[config.mk]
export PLATFORM = sky130hd
export DESIGN_NAME = updown_run_ctrl
export DESIGN_NICKNAME = d
export VERILOG_FILES = /design/src/core/updown_pkg.sv /design/src/core/input_sync.sv /design/src/core/updown_run_ctrl.sv
export SDC_FILE = /design/constraint.sdc
export NUM_CORES = 1
export LEC_CHECK = 0
export BUFFER_PORTS_ARGS = -buffer_cell sky130_fd_sc_hd__buf_4
export CELL_PAD_IN_SITES_DETAIL_PLACEMENT = 1
export CELL_PAD_IN_SITES_GLOBAL_PLACEMENT = 1
export CORE_MARGIN = 2
export CORE_UTILIZATION = 35
export DETAILED_ROUTE_END_ITERATION = 16
export HOLD_SLACK_MARGIN = 0.08
export PLACE_DENSITY = 0.63
export SYNTH_ARGS = -nofsm -noshare
export SYNTH_HDL_FRONTEND = slang
export SYNTH_SLANG_ARGS = --single-unit
[constraint.sdc]
create_clock -name core_clk -period 7.31 [get_ports core_clk]
set_clock_uncertainty 0.2 [all_clocks]
set_input_delay 1.462 -clock core_clk [delete_from_list [all_inputs] [get_ports core_clk]]
set_output_delay 1.462 -clock core_clk [all_outputs]
set_load 0.03 [all_outputs]
[src/core/updown_pkg.sv]
// constants and types shared by the up-down and latched run control
package updown_pkg;
  localparam int TERM_COUNT = 5;
  localparam int FUNC_W = 6;
  localparam int FREQ_W = 16;
  // input function selector codes
  localparam logic [5:0] FUNC_UP = 6'h11;
  localparam logic [5:0] FUNC_DOWN = 6'h12;
  localparam logic [5:0] FUNC_UD_CLEAR = 6'h14;
  localparam logic [5:0] FUNC_UD_ENABLE = 6'h1B;
  localparam logic [5:0] FUNC_LATCHED_RUN = 6'h0E;
  localparam logic [5:0] FUNC_FWD_RUN = 6'h01;
  localparam logic [5:0] FUNC_REV_RUN = 6'h02;
  localparam logic [5:0] FUNC_NONE = 6'h00;
  // reset values
  localparam logic [15:0] FREQ_RESET = 16'h0000;
  localparam logic [15:0] MAX_FREQ_RESET = 16'h1770;
  localparam logic [15:0] STEP_RESET = 16'h0001;
  // timing: ramp tick period and least command pulse
  localparam int CLK_HZ = 25_000_000;
  localparam int RAMP_TICK_US = 1000;
  localparam int RAMP_TICK_CYCLES = (CLK_HZ / 1_000_000) * RAMP_TICK_US;
  localparam int MIN_PULSE_US = 1000;
  localparam int MIN_PULSE_CYCLES = (CLK_HZ / 1_000_000) * MIN_PULSE_US;
  localparam int TICK_W = 16;
  // register map, byte offsets
  localparam logic [7:0] ADDR_FUNC_BASE = 8'h00;
  localparam logic [7:0] ADDR_SAVE_MODE = 8'h14;
  localparam logic [7:0] ADDR_MAX_FREQ = 8'h18;
  localparam logic [7:0] ADDR_STEP = 8'h1C;
  localparam logic [7:0] ADDR_KEYPAD_FREQ = 8'h20;
  localparam logic [7:0] ADDR_SOURCE = 8'h24;
  localparam logic [7:0] ADDR_STATUS = 8'h28;
  localparam logic [7:0] ADDR_OUT_FREQ = 8'h2C;
  localparam logic [7:0] ADDR_SAVED_FREQ = 8'h30;
  // frequency reference source selection
  localparam logic [1:0] SRC_KEYPAD = 2'h0;
  localparam logic [1:0] SRC_ANALOG = 2'h1;
  typedef enum logic [3:0] {
    ST_IDLE = 4'b0001,
    ST_RAMP_UP = 4'b0010,
    ST_RAMP_DOWN = 4'b0100,
    ST_HOLD = 4'b1000
  } ramp_state_t;
endpackage

[src/core/input_sync.sv]
// three-stage synchroniser with agreement filter for terminal inputs
module input_sync (
  // clock and reset
  input wire logic core_clk,
  input wire logic nrst,
  input wire logic clk_en,
  // pins
  input wire logic [updown_pkg::TERM_COUNT-1:0] pin_in,
  // filtered levels
  output logic [updown_pkg::TERM_COUNT-1:0] level
);
  logic [updown_pkg::TERM_COUNT-1:0] stage1;
  logic [updown_pkg::TERM_COUNT-1:0] stage2;
  logic [updown_pkg::TERM_COUNT-1:0] stage3;

  always_ff @(posedge core_clk or negedge nrst) begin
    if (!nrst) begin
      stage1 <= '0;
      stage2 <= '0;
      stage3 <= '0;
    end else if (clk_en) begin
      stage1 <= pin_in;
      stage2 <= stage1;
      stage3 <= stage2;
    end
  end

  genvar i;
  generate
    for (i = 0; i < updown_pkg::TERM_COUNT; i++) begin : g_bit
      // a change counts once stages two and three agree
      always_ff @(posedge core_clk or negedge nrst) begin
        if (!nrst) begin
          level[i] <= 1'b0;
        end else if (clk_en && (stage2[i] == stage3[i])) begin
          level[i] <= stage3[i];
        end
      end
    end
  endgenerate
endmodule // input_sync

[src/core/updown_run_ctrl.sv]
// up-down frequency control and latched push-button run control
//
// Decided for this implementation: the plain strobed port and the address map.
module updown_run_ctrl (
  // clock and reset
  input wire logic core_clk,
  input wire logic nrst,
  input wire logic clk_en,
  // terminals
  input wire logic [updown_pkg::TERM_COUNT-1:0] term_in,
  // drive state
  input wire logic fault_trip,
  input wire logic power_fail,
  input wire logic [15:0] analog_voltage_reference,
  input wire logic [15:0] normal_ramp_freq,
  // register port
  input wire logic [7:0] reg_addr,
  input wire logic [31:0] reg_wdata,
  input wire logic reg_wr,
  input wire logic reg_rd,
  output logic [31:0] reg_rdata,
  // results
  output logic [15:0] freq_ref,
  output logic run_fwd,
  output logic run_rev,
  output logic updown_active
);
  logic [updown_pkg::TERM_COUNT-1:0] term;
  logic [5:0] input_function_assignment [updown_pkg::TERM_COUNT];
  logic save_mode;
  logic [15:0] max_freq;
  logic [15:0] step;
  logic [15:0] keypad_freq;
  logic [1:0] source_sel;
  logic [15:0] ud_freq;
  logic [15:0] saved_freq;
  logic saved_valid;
  logic [15:0] tick_cnt;
  logic tick;
  logic fault_d;
  logic power_d;
  logic run_d;
  logic fwd_latch;
  logic rev_latch;
  logic ud_en_d;
  updown_pkg::ramp_state_t state;
  updown_pkg::ramp_state_t next_state;
  logic up_in, down_in, en_in, clr_in, latch_in, forward_run_command, rev_in;
  logic run_cmd;
  logic [16:0] up_sum;

  input_sync u_sync (
    .core_clk(core_clk),
    .nrst(nrst),
    .clk_en(clk_en),
    .pin_in(term_in),
    .level(term)
  );

  // decode each terminal by its function selector
  always_comb begin
    up_in = 1'b0;
    down_in = 1'b0;
    en_in = 1'b0;
    clr_in = 1'b0;
    latch_in = 1'b0;
    forward_run_command = 1'b0;
    rev_in = 1'b0;
    for (int i = 0; i < updown_pkg::TERM_COUNT; i++) begin
      if (term[i]) begin
        unique case (input_function_assignment[i])
          updown_pkg::FUNC_UP: up_in = 1'b1;
          updown_pkg::FUNC_DOWN: down_in = 1'b1;
          updown_pkg::FUNC_UD_ENABLE: en_in = 1'b1;
          updown_pkg::FUNC_UD_CLEAR: clr_in = 1'b1;
          updown_pkg::FUNC_LATCHED_RUN: latch_in = 1'b1;
          updown_pkg::FUNC_FWD_RUN: forward_run_command = 1'b1;
          updown_pkg::FUNC_REV_RUN: rev_in = 1'b1;
          default: ;
        endcase
      end
    end
  end

  // in latched mode the latch holds the run, otherwise the level does
  assign run_cmd = latch_in ? (fwd_latch | rev_latch) : (forward_run_command ^ rev_in);

  // register writes
  always_ff @(posedge core_clk or negedge nrst) begin
    if (!nrst) begin
      for (int i = 0; i < updown_pkg::TERM_COUNT; i++) begin
        input_function_assignment[i] <= updown_pkg::FUNC_NONE;
      end
      save_mode <= 1'b1;
      max_freq <= updown_pkg::MAX_FREQ_RESET;
      step <= updown_pkg::STEP_RESET;
      keypad_freq <= updown_pkg::FREQ_RESET;
      source_sel <= updown_pkg::SRC_ANALOG;
    end else if (clk_en && reg_wr) begin
      for (int i = 0; i < updown_pkg::TERM_COUNT; i++) begin
        if (reg_addr == updown_pkg::ADDR_FUNC_BASE + 8'(4 * i)) begin
          input_function_assignment[i] <= reg_wdata[5:0];
        end
      end
      if (reg_addr == updown_pkg::ADDR_SAVE_MODE) begin
        save_mode <= reg_wdata[0];
      end
      if (reg_addr == updown_pkg::ADDR_MAX_FREQ) begin
        max_freq <= reg_wdata[15:0];
      end
      if (reg_addr == updown_pkg::ADDR_STEP) begin
        step <= reg_wdata[15:0];
      end
      // keypad edits are dropped while up-down control owns the frequency
      if (reg_addr == updown_pkg::ADDR_KEYPAD_FREQ && !en_in) begin
        keypad_freq <= reg_wdata[15:0];
      end
      if (reg_addr == updown_pkg::ADDR_SOURCE) begin
        source_sel <= reg_wdata[1:0];
      end
    end
  end

  // register reads, data in the following cycle only
  always_ff @(posedge core_clk or negedge nrst) begin
    if (!nrst) begin
      reg_rdata <= '0;
    end else if (clk_en) begin
      reg_rdata <= '0;
      if (reg_rd) begin
        for (int i = 0; i < updown_pkg::TERM_COUNT; i++) begin
          if (reg_addr == updown_pkg::ADDR_FUNC_BASE + 8'(4 * i)) begin
            reg_rdata <= {26'h000_0000, input_function_assignment[i]};
          end
        end
        unique case (reg_addr)
          updown_pkg::ADDR_SAVE_MODE: reg_rdata <= {31'h0000_0000, save_mode};
          updown_pkg::ADDR_MAX_FREQ: reg_rdata <= {16'h0000, max_freq};
          updown_pkg::ADDR_STEP: reg_rdata <= {16'h0000, step};
          updown_pkg::ADDR_KEYPAD_FREQ: reg_rdata <= {16'h0000, keypad_freq};
          updown_pkg::ADDR_SOURCE: reg_rdata <= {30'h0000_0000, source_sel};
          updown_pkg::ADDR_STATUS: reg_rdata <= {24'h00_0000, saved_valid, rev_latch,
                                                 fwd_latch, en_in, state};
          updown_pkg::ADDR_OUT_FREQ: reg_rdata <= {16'h0000, freq_ref};
          updown_pkg::ADDR_SAVED_FREQ: reg_rdata <= {16'h0000, saved_freq};
          default: ;
        endcase
      end
    end
  end

  // ramp tick divider
  always_ff @(posedge core_clk or negedge nrst) begin
    if (!nrst) begin
      tick_cnt <= '0;
      tick <= 1'b0;
    end else if (clk_en) begin
      tick <= (tick_cnt == 16'(updown_pkg::RAMP_TICK_CYCLES - 1));
      if (tick_cnt == 16'(updown_pkg::RAMP_TICK_CYCLES - 1)) begin
        tick_cnt <= '0;
      end else begin
        tick_cnt <= tick_cnt + 16'h0001;
      end
    end
  end

  // ramp state: idle without enable or run, hold with both or neither of up and down, else ramp up or down
  always_comb begin
    next_state = updown_pkg::ST_HOLD;
    if (!en_in || !run_cmd) begin
      next_state = updown_pkg::ST_IDLE;
    end else if (up_in && down_in) begin
      next_state = updown_pkg::ST_HOLD;
    end else if (up_in) begin
      next_state = updown_pkg::ST_RAMP_UP;
    end else if (down_in) begin
      next_state = updown_pkg::ST_RAMP_DOWN;
    end
  end

  always_ff @(posedge core_clk or negedge nrst) begin
    if (!nrst) begin
      state <= updown_pkg::ST_IDLE;
      ud_en_d <= 1'b0;
    end else if (clk_en) begin
      state <= next_state;
      ud_en_d <= en_in;
    end
  end

  assign up_sum = {1'b0, ud_freq} + {1'b0, step};

  // up-down frequency, saved value and clear
  always_ff @(posedge core_clk or negedge nrst) begin
    if (!nrst) begin
      ud_freq <= updown_pkg::FREQ_RESET;
      saved_freq <= updown_pkg::FREQ_RESET;
      saved_valid <= 1'b0;
      run_d <= 1'b0;
      fault_d <= 1'b0;
      power_d <= 1'b0;
    end else if (clk_en) begin
      run_d <= run_cmd;
      fault_d <= fault_trip;
      power_d <= power_fail;
      if (en_in && !ud_en_d) begin
        // take over the saved frequency if valid, else the frequency in use at the moment of switchover
        ud_freq <= saved_valid ? saved_freq : freq_ref;
      end else if (tick && state == updown_pkg::ST_RAMP_UP) begin
        ud_freq <= (up_sum > {1'b0, max_freq}) ? max_freq : up_sum[15:0];
      end else if (tick && state == updown_pkg::ST_RAMP_DOWN) begin
        ud_freq <= (ud_freq > step) ? ud_freq - step : 16'h0000;
      end else if (ud_freq > max_freq) begin
        ud_freq <= max_freq;
      end else if (run_cmd && !run_d && saved_valid) begin
        ud_freq <= saved_freq;
      end
      if (clr_in && state == updown_pkg::ST_HOLD) begin
        saved_valid <= 1'b0;
        saved_freq <= updown_pkg::FREQ_RESET;
        ud_freq <= updown_pkg::FREQ_RESET;
      end else if (save_mode && state == updown_pkg::ST_HOLD &&
                   ((run_d && !run_cmd) || (fault_trip && !fault_d) ||
                    (power_fail && !power_d))) begin
        // only constant-speed frequency is kept
        saved_freq <= ud_freq;
        saved_valid <= 1'b1;
      end
    end
  end

  // latched push-button run; pulses under 1 ms are not guaranteed
  always_ff @(posedge core_clk or negedge nrst) begin
    if (!nrst) begin
      fwd_latch <= 1'b0;
      rev_latch <= 1'b0;
    end else if (clk_en) begin
      if (!latch_in) begin
        fwd_latch <= 1'b0;
        rev_latch <= 1'b0;
      end else if (forward_run_command && rev_in) begin
        fwd_latch <= 1'b0;
        rev_latch <= 1'b0;
      end else if (forward_run_command) begin
        fwd_latch <= 1'b1;
        rev_latch <= 1'b0;
      end else if (rev_in) begin
        rev_latch <= 1'b1;
        fwd_latch <= 1'b0;
      end
    end
  end

  // outputs
  always_ff @(posedge core_clk or negedge nrst) begin
    if (!nrst) begin
      freq_ref <= updown_pkg::FREQ_RESET;
      run_fwd <= 1'b0;
      run_rev <= 1'b0;
      updown_active <= 1'b0;
    end else if (clk_en) begin
      updown_active <= en_in;
      run_fwd <= latch_in ? fwd_latch : (forward_run_command && !rev_in);
      run_rev <= latch_in ? rev_latch : (rev_in && !forward_run_command);
      if (en_in && ud_en_d) begin
        freq_ref <= ud_freq;
      end else if (en_in) begin
        freq_ref <= freq_ref;
      end else if (source_sel == updown_pkg::SRC_ANALOG) begin
        freq_ref <= analog_voltage_reference;
      end else if (source_sel == updown_pkg::SRC_KEYPAD) begin
        freq_ref <= keypad_freq;
      end else begin
        freq_ref <= normal_ramp_freq;
      end
    end
  end
endmodule // updown_run_ctrl

==> reports/results.ini, run 1 <==
[cts]
cts.reportedPaths.clkPinSlew_ns = 0.08
cts_htree_levels = 4
post_cts_buffers = 0
clk_latency_ns = 0.47
cts_tree = done
cts_made_buffers = 17
clockRootBuffer = clkbuf_16
cts_hold_buf = 0
clk_path_buf_depth = 2
ctsResizeCount = 0
cts_sinks = 195

[sta]
fin_hold_ws_ns = 0.2851
worst_pin_slew_ns = 1.064
setup_violations = 0
rsz0062_at_grt = no
setup_ws_ns = 1.591
fmax_mhz = 174.9
hold_violations = 0
max_slew_margin = 0.2901
report.final.slew_viol_count = 0
period_share = 0.7823
period_needed_ns = 5.719
finalSetupTns_ns = 0

[synth]
yosysMostFrequentCell = dfrtp_1
ys_warn_count = 0
ys_top_cells_by_count = dfrtp_1 (184), mux2_2 (126), nor2_1 (93)
syn_area_mm2 = 0.01269
netlist.top_cell.by_area = dfrtp_1
ys_seq_area_frac = 0.3856
synthArstFlopShare = 1.000
ys.flop_type = dfrtp_1
syn_area_per_cell_um2 = 9.754
yosys.cell_types.count = 78
synth.area.top_cells = dfrtp_1 (36%), mux2_2 (11%), ha_1 (7.0%), mux2i_1 (3.9%), a21oi_1 (3.6%)
synthCells = 1301
synth_edf_count = 0
ys_seq_elements = 195
synth_top_area_share = 0.3628

[die]
initial_utilization = 0.3559
num_rows = 69
boundaryPins = 135
fp.dieW_um = 194.4
die_height_um = 194.4
core_area_mm2 = 0.03566
die_area_mm2 = 0.03780

[critical_path]
cp.arrival_ns = 5.86
worst-path-max-fanout = 20
r2r_cells = 18
start_kind = register
worstPathRequired_ns = 7.46
worst_setup_path_end_kind = register
path_class = reg2reg

[hold_path]
min_path_type = reg2reg
whs_path_depth = 1

[run_status]
run_status = finished clean

[global_route]
grt_usage = 0.2409
grt_pass1_wl_um = 69490
grt_max_degree = 106
antenna_found_initial = 0
grt_pass1_vias = 11030
grt-ovfl-total = 0

[pwr]
switching_share = 0.3989
ir_drop_mv = 0.1852
p_comb_frac = 0.392
p_seq_frac = 0.342
clockPowerShare = 0.266
p_leak_nw = 6.728
internal_power_mw = 2.379
power_switching_mw = 1.579
power_density_mw_per_mm2 = 273.1

[cells_and_area]
fillers = 4051
nets = 1537
layout-drive-gt1-share = 0.2247
fin_util = 0.4065
antenna_cells = 0
areaGrowthSynthToFinish_pct = 14.22

[placed_design]
gp_congestion = 0.8820
place_hpwl_um = 33880
io_buffers = 102
dpl_worst_slack_ns = 1.596

[routing]
drtIter0Drc = 885
drc_errors = 0
antenna_left = 0
wirelength_um = 45140
vias = 10810
routed_via_density = 5.831
drt-pass1-iter-count = 7
wire_per_inst_um = 24.35

[flow_run]
drv_cap = 0

## cell families after synthesis
kind of cell,count (synthesis),synth area share
flip-flops,195,0.3856
other,1,0.0002955
AND/OR/NAND/NOR,333,0.1326
buffers and inverters,155,0.05216
AO/OA/AOI/OAI,327,0.1763
multiplexers,177,0.1522
adder cells (fa/ha/maj),73,0.07316
XOR/XNOR,40,0.02761
## power groups by stage
stage          Sequential [mW]  Clock, mW  Combinational (mW)
4_1_cts                   1.35       1.07                1.55
6_report                  1.35       1.05                1.55
2_1_floorplan             1.30          0                1.13
3_5_place_dp              1.37          0                1.54
5_1_grt                   1.37       1.11                1.74
3_3_place_gp              1.37          0                1.51
## cell usage in the layout, fill, tap and decap left out, types with 16 or more instances in the layout
cell type,n
clkbuf_16,17
a21o_1,26
inv_1,79
nor2_1,90
conb_1,16
nand2_1,91
ha_1,71
xnor2_1,29
o22ai_1,18
buf_4,113
nand4_1,21
dfrtp_1,184
o21ai_0,46
mux2_2,126
a22oi_1,19
a21oi_1,92
a221oi_1,18
mux2i_1,49
nand3_1,32
## final timing paths
kind	from	endpoint	slack, ns
worst max-delay path	step[0]	ud_freq[2]	1.59
worst min-delay path	reg_rdata[8]	reg_rdata[8]	0.29
worst max register to register	step[0]	ud_freq[2]	1.59
worst min register to register	reg_rdata[8]	reg_rdata[8]	0.29
max in group asynchronous	nrst	reg_rdata[3]	4.56
min in group asynchronous	nrst	reg_rdata[14]	0.90
## sequential cells by signal, summed over array words and instances, names as in the netlist, 16 cells and up
signal,count
input_function_assignment,30
freq_ref,16
keypad_freq,16
max_freq,16
reg_rdata,16
saved_freq,16
step,16
tick_cnt,16
ud_freq,16
## metrics by stage
stage	cells	power (mW)	instance area, um^2
finish	1854	3.958	14490
global route	1854	4.219	14490
CTS	1854	3.969	14490
detailed placement	1822	2.909	13850
global placement	1822	2.873	13850
floorplan	1316	2.428	12750
## routing by layer
layer	vias to the layer above	wire, um	track usage
li1	4898	-	-
met1	5567	21840	0.3538
met2	299	20340	0.3708
met3	47	2255	0.03696
met4	0	710	0.05954
met5	-	0	0
## layout make-up
class                           instances  area (um^2)  share of cell area
Clock buffer                           19        452.9             0.03125
Clock inverter                         13        187.7             0.01295
Inverter                               86        322.8             0.02227
Multi-Input combinational cell        966         7198              0.4966
Sequential cell                       195         4893              0.3376
Tap cell                              461        576.8             0.03980
Timing Repair Buffer                  114        862.1             0.05948
## worst max-delay path, cell delays in order, from the launching register on
cell and delay, ns:
dfstp_2 0.59, ha_1 0.20, inv_1 0.06, fa_1 0.41, nor2_1 0.19, o221ai_1 0.18, a31oi_1 0.41, a221oi_2 0.19
or4_1 0.41, and3_1 0.20, ha_1 0.29, nand4_1 0.19, or4_1 0.60, a221oi_1 0.35, o211ai_2 0.24, buf_4 0.27
o21ai_0 0.18, nand2_1 0.08, a221o_1 0.33
Note: power is estimated with default switching activity, not from simulation.
==> inputs of run 2 (changes only) <==
--- a/config.mk
+++ b/config.mk
@@ -12,7 +12,7 @@
 export CORE_UTILIZATION = 35
 export DETAILED_ROUTE_END_ITERATION = 16
 export HOLD_SLACK_MARGIN = 0.08
-export PLACE_DENSITY = 0.63
+export PLACE_DENSITY = 0.65
 export SYNTH_ARGS = -nofsm -noshare
 export SYNTH_HDL_FRONTEND = slang
 export SYNTH_SLANG_ARGS = --single-unit
==> constraint.sdc (replaced) <==
create_clock -name core_clk -period 4.95 [get_ports core_clk]
set_clock_uncertainty 0.2 [all_clocks]
set_input_delay 0.99 -clock core_clk [delete_from_list [all_inputs] [get_ports core_clk]]
set_output_delay 0.99 -clock core_clk [all_outputs]
set_load 0.03 [all_outputs]
==> run 2 against run 1 <==
Effect of this change:
- cell area rose by 3.6%
- core utilization rose by 1.4 points
- sequential share of layout area fell by 1.1 points
- power rose by 55%
- cell count rose by 2.7%
- register-to-register slack got worse by 1.5 ns
- via count rose by 2.0%
- clock power rose by 41%
- critical endpoint is now ud_freq[13]
- flip-flop and latch count did not move
- count of clock-buffer cells in the layout did not move
- critical path depth rose by 1
- worst setup slack got worse by 1.5 ns
==> reports/results.ini, run 2 (same netlist as run 1, synthesis figures left out) <==
[run_status]
run_status = finished clean

[cts]
clk_latency_ns = 0.47  ; about the same
cts_made_buffers = 17  ; unchanged
cts.reportedPaths.clkPinSlew_ns = 0.08  ; about the same
cts_sinks = 195  ; unchanged
cts_htree_levels = 4  ; unchanged
cts_tree = done
clockRootBuffer = clkbuf_16
clk_path_buf_depth = 2  ; unchanged

[cells_and_area]
largest-register = input_function_assignment
final_cell_mix = dfrtp_1 (179), buf_4 (159), mux2_2 (126)
areaGrowthSynthToFinish_pct = 18.28
stdcell_count = 1904  ; +2.7%
layout-drive-gt1-share = 0.2661  ; +0.04142
largest_reg_flops = 30  ; unchanged
multi_input_area_mm2 = 0.007345  ; +2.0%
mostFrequentLayoutCell = dfrtp_1
register_area_mm2 = 0.004900  ; +0.13%
antenna_cells = 0  ; unchanged
nets = 1588  ; +3.3%
fin_util = 0.4210  ; +0.01446
fillers = 4081  ; +0.74%

[routing]
dr_wl_met2_um = 21050  ; +3.5%
vias = 11030  ; +2.0%
wire_per_inst_um = 24.74  ; +1.6%
drc_errors = 0  ; unchanged
antenna_left = 0  ; unchanged
wirelength_um = 47100  ; +4.3%
met3WireLength_um = 2842  ; +26%
drtIter0Drc = 793  ; -10%
top_layer = met4
drt-pass1-iter-count = 7  ; unchanged
m1WireLength_um = 22220  ; +1.8%
routed_via_density = 5.793  ; -0.66%

[placed_design]
dpl_worst_slack_ns = -0.3291  ; -1.925 ns
place_hpwl_um = 35490  ; +4.7%
placed_cells_incl_taps = 1868  ; +2.5%
gp_congestion = 0.9083  ; +3.0%
io_buffers = 102  ; unchanged

[global_route]
grt_pass1_wl_um = 71210  ; +2.5%
grt_pass1_vias = 11370  ; +3.1%
antenna_found_initial = 1  ; +1
grt-ovfl-total = 0  ; unchanged
grt_max_degree = 130  ; +23%
grt_usage = 0.2500  ; +0.009117

[sta]
worst_pin_slew_ns = 1.104  ; +0.04073 ns
hold_violations = 0  ; unchanged
period_share = 0.9875  ; +0.2052
fmax_mhz = 204.6  ; +17%
report.final.slew_viol_count = 0  ; unchanged
setup_violations = 0  ; unchanged
rsz0062_at_grt = yes
period_needed_ns = 4.888  ; -0.8304 ns
setup_ws_ns = 0.06172  ; -1.530 ns
max_slew_margin = 0.2638  ; -0.02639
finalSetupTns_ns = 0  ; unchanged

[die]
die_height_um = 194.4  ; unchanged
die_area_mm2 = 0.03780  ; unchanged
initial_utilization = 0.3559  ; unchanged
fp.dieW_um = 194.4  ; unchanged
boundaryPins = 135  ; unchanged
num_rows = 69  ; unchanged
core_area_mm2 = 0.03566  ; unchanged

[critical_path]
worstPathRequired_ns = 5.07  ; -2.39 ns
reg2reg_from = step[0]
worst_setup_path_end_kind = register
path_class = reg2reg
start_kind = register
worst-path-max-fanout = 6  ; -70%
r2r_end = ud_freq[13]
rrSetupSlack_ns = 0.06  ; -1.53 ns
r2r_cells = 19  ; +1
cp.arrival_ns = 5.01  ; -0.85 ns

[hold_path]
min_path_type = reg2reg
min_from = tick_cnt[15]
min_to = tick_cnt[15]
whs_path_depth = 1  ; unchanged

[flow_run]
drv_cap = 0  ; unchanged

[pwr]
ir_drop_mv = 0.1961  ; +5.9%
power_density_mw_per_mm2 = 409.7  ; +50%
p_leak_nw = 6.982  ; +3.8%

==> run 2: metrics by stage <==
step                      power [mW]  cell area [um^2]  hold WS, ns
final                          6.149             15010       0.2787
after global routing           6.490             15010       0.2947
after CTS                      6.014             14860       0.2769
after floorplan                3.586             12750       0.2419
after global placement         4.430             14200       0.2623
after detailed placement       4.484             14200       0.2619
==> run 2: final cells by class <==
class                      instances  area share
clock buffer                      19     0.02951
clock inverter                    12     0.01042
tap                              461     0.03843
inverter                          86     0.02151
multi-input combinational        966      0.4893
sequential                       195      0.3264
timing repair buffer             165     0.08436
==> run 2: worst max-delay path by stage <==
stage	startpoint	to	slack, ns	depth (start not counted)
2_1_floorplan	step[0]	ud_freq[2]	0.07	18
3_3_place_gp	step[0]	ud_freq[2]	-0.08	19
3_5_place_dp	step[0]	ud_freq[13]	-0.33	19
4_1_cts	step[0]	ud_freq[13]	0.009	19
5_1_grt	step[8]	ud_freq[13]	-0.16	19
6_report	step[0]	ud_freq[13]	0.06	19
==> run 2: per-layer routing <==
layer  up-vias  track usage
met5         -            0
met4         0      0.07806
met3        47      0.04754
met2       346       0.3826
met1      5648       0.3567
li1       4988            -
==> run 2: power by group <==
| part | switching [mW] | internal [mW] | leakage (nW) |
|---|---|---|---|
| sequential | 0.193 | 1.74 | 2.49 |
| combinational | 1.60 | 1.14 | 4.21 |
| clock | 0.668 | 0.809 | 0.282 |
==> run 2: repair_timing <==
| action | 4_1_cts | 5_1_grt |
|---|---|---|
| buffers inserted | 0 | 4 |
| gates resized for setup | 16 | 22 |
| gates cloned | 0 | 1 |
| endpoints found under the setup margin | 14 | 13 |
| pin swaps | 3 | 20 |
| hold buffers | 0 | 0 |
==> run 2: critical path: stages, from the launching register on <==
cell and delay, ns:
dfstp_2 0.57, ha_4 0.14, inv_2 0.04, fa_2 0.41, nor2_4 0.14, o221ai_2 0.13
a31oi_1 0.19, buf_4 0.15, a221oi_2 0.06, or4_1 0.40, and3_4 0.21, ha_4 0.27
nand4_1 0.13, or4_4 0.47, a221oi_4 0.35, o211ai_4 0.17, buf_6 0.17, mux2_2 0.27
o2111ai_2 0.17, o211ai_1 0.11
==> inputs of run 3 (changes only) <==
--- a/config.mk
+++ b/config.mk
@@ -12,7 +12,7 @@
 export CORE_UTILIZATION = 35
 export DETAILED_ROUTE_END_ITERATION = 16
 export HOLD_SLACK_MARGIN = 0.08
-export PLACE_DENSITY = 0.65
+export PLACE_DENSITY = 0.75
 export SYNTH_ARGS = -nofsm -noshare
 export SYNTH_HDL_FRONTEND = slang
 export SYNTH_SLANG_ARGS = --single-unit
==> run 3 against run 2 <==
Effect of this change:
- clock power hardly changed
- highest routed layer unchanged
- via count is 3.2% higher
- critical endpoint unchanged
- cell area is 0.14% higher
==> reports/results.ini, run 3 (same netlist as run 1, synthesis figures left out) <==
[run_status]
run_status = finished clean

[routing]
routed_via_density = 5.966  ; +3.0%
drtIter0Drc = 1051  ; +33%
wirelength_um = 47200  ; +0.21%
vias = 11380  ; +3.2%
drc_errors = 0  ; unchanged
antenna_left = 0  ; unchanged
drt-pass1-iter-count = 6  ; -1
wire_per_inst_um = 24.75  ; about the same

[global_route]
grt-ovfl-total = 0  ; unchanged
grt_usage = 0.2483  ; -0.001753
grt_pass1_vias = 11610  ; +2.1%
antenna_found_initial = 1  ; unchanged
grt_max_degree = 112  ; -14%
grt_pass1_wl_um = 72040  ; +1.2%

[cells_and_area]
areaGrowthSynthToFinish_pct = 18.45
antenna_cells = 0  ; unchanged
largest_reg_flops = 30  ; unchanged
final_cell_mix = dfrtp_1 (184), buf_4 (162), mux2_2 (126)
layout-drive-gt1-share = 0.2649  ; -0.001244
nets = 1590  ; +0.13%
mostFrequentLayoutCell = dfrtp_1
fillers = 4061  ; -0.49%
stdcell_count = 1907  ; +0.16%
fin_util = 0.4216  ; +0.0005960
largest-register = input_function_assignment

[sta]
max_slew_margin = 0.2570  ; -0.006800
rsz0062_at_grt = yes
fin_hold_ws_ns = 0.2713  ; -0.007319 ns
report.final.slew_viol_count = 0  ; unchanged
period_needed_ns = 4.856  ; -0.03232 ns
worst_pin_slew_ns = 1.115  ; +0.01020 ns
setup_ws_ns = 0.09405  ; +0.03232 ns
fmax_mhz = 205.9  ; +0.67%
setup_violations = 0  ; unchanged
period_share = 0.9810  ; -0.006530
hold_violations = 0  ; unchanged

[die]
die_height_um = 194.4  ; unchanged
fp.dieW_um = 194.4  ; unchanged
initial_utilization = 0.3559  ; unchanged
core_area_mm2 = 0.03566  ; unchanged
die_area_mm2 = 0.03780  ; unchanged
boundaryPins = 135  ; unchanged
num_rows = 69  ; unchanged

[critical_path]
r2r_cells = 19  ; unchanged
crit_buf_inv = 3  ; unchanged
path_class = reg2reg
path_delay_family = simple AND/OR/NAND/NOR gates
slowest_delay_ns = 0.56  ; about the same
crit_cells = 19  ; unchanged
start_kind = register
critPathLaunch = step[0]
worstSetupEndpoint = ud_freq[13]
worst-path-max-fanout = 5  ; -1
path_common_cell = ha_4
rrSetupSlack_ns = 0.09  ; +0.03 ns
r2r_end = ud_freq[13]
worst_setup_path_end_kind = register
worstPathRequired_ns = 5.05  ; -0.02 ns
worstPathCellList = ha_4 > inv_2 > fa_2 > nor2_4 > o221ai_4 > a31oi_2 > buf_4 > a221oi_2 > or4_1 > and3_4 > ha_4 > nand4_1 > or4_4 > a221oi_4 > o211ai_4 > buf_6 > mux2_2 > o2111ai_2 > o211ai_1
slowest_stage = dfstp_2
reg2reg_from = step[0]
cp.arrival_ns = 4.96  ; -0.05 ns

[pwr]
power_density_mw_per_mm2 = 407.0  ; -0.65%
power_switching_mw = 2.458  ; -0.20%
clockPowerShare = 0.237  ; -0.003
p_seq_frac = 0.315  ; about the same
internal_power_mw = 3.660  ; -0.72%
ir_drop_mv = 0.2250  ; +15%
switching_share = 0.4017  ; +0.001252
total_power_mw = 6.118  ; -0.51%
p_leak_nw = 7.011  ; +0.41%
p_comb_frac = 0.448  ; +0.002

[cts]
cts_htree_levels = 4  ; unchanged
clk_path_buf_depth = 2  ; unchanged
cts_made_buffers = 17  ; unchanged
clk_latency_ns = 0.46  ; about the same
clockRootBuffer = clkbuf_16
cts_sinks = 195  ; unchanged
cts_hold_buf = 0  ; unchanged
cts_tree = done
cts.reportedPaths.clkPinSlew_ns = 0.08  ; about the same

[placed_design]
place_hpwl_um = 35490  ; about the same
dpl_worst_slack_ns = -0.3292  ; -0.00001500 ns
io_buffers = 102  ; unchanged
placed_cells_incl_taps = 1873  ; +0.27%
gp_congestion = 0.9478  ; +4.3%

[hold_path]
min_path_type = reg2reg

[flow_run]
drv_cap = 0  ; unchanged

-- run 3: cell count changes in the layout (fill, tap and decap cells not counted), moves of 2 or more --
cell,previous run,this run
clkinvlp_4,4,2
clkinv_4,0,3
dfrtp_1,179,184
buf_4,159,162
dfrtp_2,5,0
-- run 3: repair_timing --
item	4_1_cts	5_1_grt
pin swaps	5	14
gates cloned	0	0
resized for setup	10	23
setup endpoints to repair	16	16
buffers inserted	1	1
-- run 3: worst min-delay path by stage --
stage / startpoint / endpoint / slack [ns] / cells after the start
after global placement: tick_cnt[15] / tick_cnt[15] / 0.26 / 1
final: tick_cnt[15] / tick_cnt[15] / 0.27 / 1
after floorplan: tick / tick / 0.24 / 1
after CTS: tick_cnt[15] / tick_cnt[15] / 0.28 / 1
after global routing: tick_cnt[15] / tick_cnt[15] / 0.29 / 1
after detailed placement: tick / tick / 0.26 / 1
-- run 3: area by class of cell --
cell class | count | area [um^2] | area share
multi-input cells | 966 | 7352 | 0.4891
flip-flops and latches | 195 | 4893 | 0.3256
repair buffers | 167 | 1284 | 0.08541
well taps | 461 | 576.8 | 0.03837
clock buffers | 19 | 452.9 | 0.03013
inverters | 86 | 322.8 | 0.02148
clock inverters | 13 | 148.9 | 0.009906
-- run 3: stage by stage --
| step | TNS [ns] | area [um^2] |
|---|---|---|
| 4_1_cts | 0 | 14900 |
| 3_5_place_dp | -3.794 | 14240 |
| 3_3_place_gp | -1.686 | 14240 |
| 6_report | 0 | 15030 |
| 5_1_grt | -1.161 | 15030 |
| 2_1_floorplan | 0 | 12750 |
-- run 3: layer usage --
| metal | vias up | wire, um | track usage |
|---|---|---|---|
| li1 | 4995 | - | - |
| met1 | 5793 | 20520 | 0.3453 |
| met2 | 501 | 21370 | 0.3862 |
| met3 | 88 | 3832 | 0.04477 |
| met4 | 0 | 1475 | 0.09117 |
| met5 | - | 0 | 0 |
-- run 3: worst reg2reg max path: stages, from the launching register on --
cell,delay (ns)
dfstp_2,0.56
ha_4,0.13
inv_2,0.04
fa_2,0.38
nor2_4,0.15
o221ai_4,0.12
a31oi_2,0.19
buf_4,0.15
a221oi_2,0.06
or4_1,0.46
and3_4,0.20
ha_4,0.27
nand4_1,0.12
or4_4,0.47
a221oi_4,0.34
o211ai_4,0.17
buf_6,0.16
mux2_2,0.27
o2111ai_2,0.16
o211ai_1,0.11
-- run 3: power groups by stage --
stage | logic (mW) | clock network, mW | registers (mW)
final | 2.74 | 1.45 | 1.93
after global routing | 2.98 | 1.52 | 1.94
after CTS | 2.60 | 1.47 | 1.92
after detailed placement | 2.56 | 0 | 1.95
after global placement | 2.47 | 0 | 1.94
after floorplan | 1.67 | 0 | 1.92
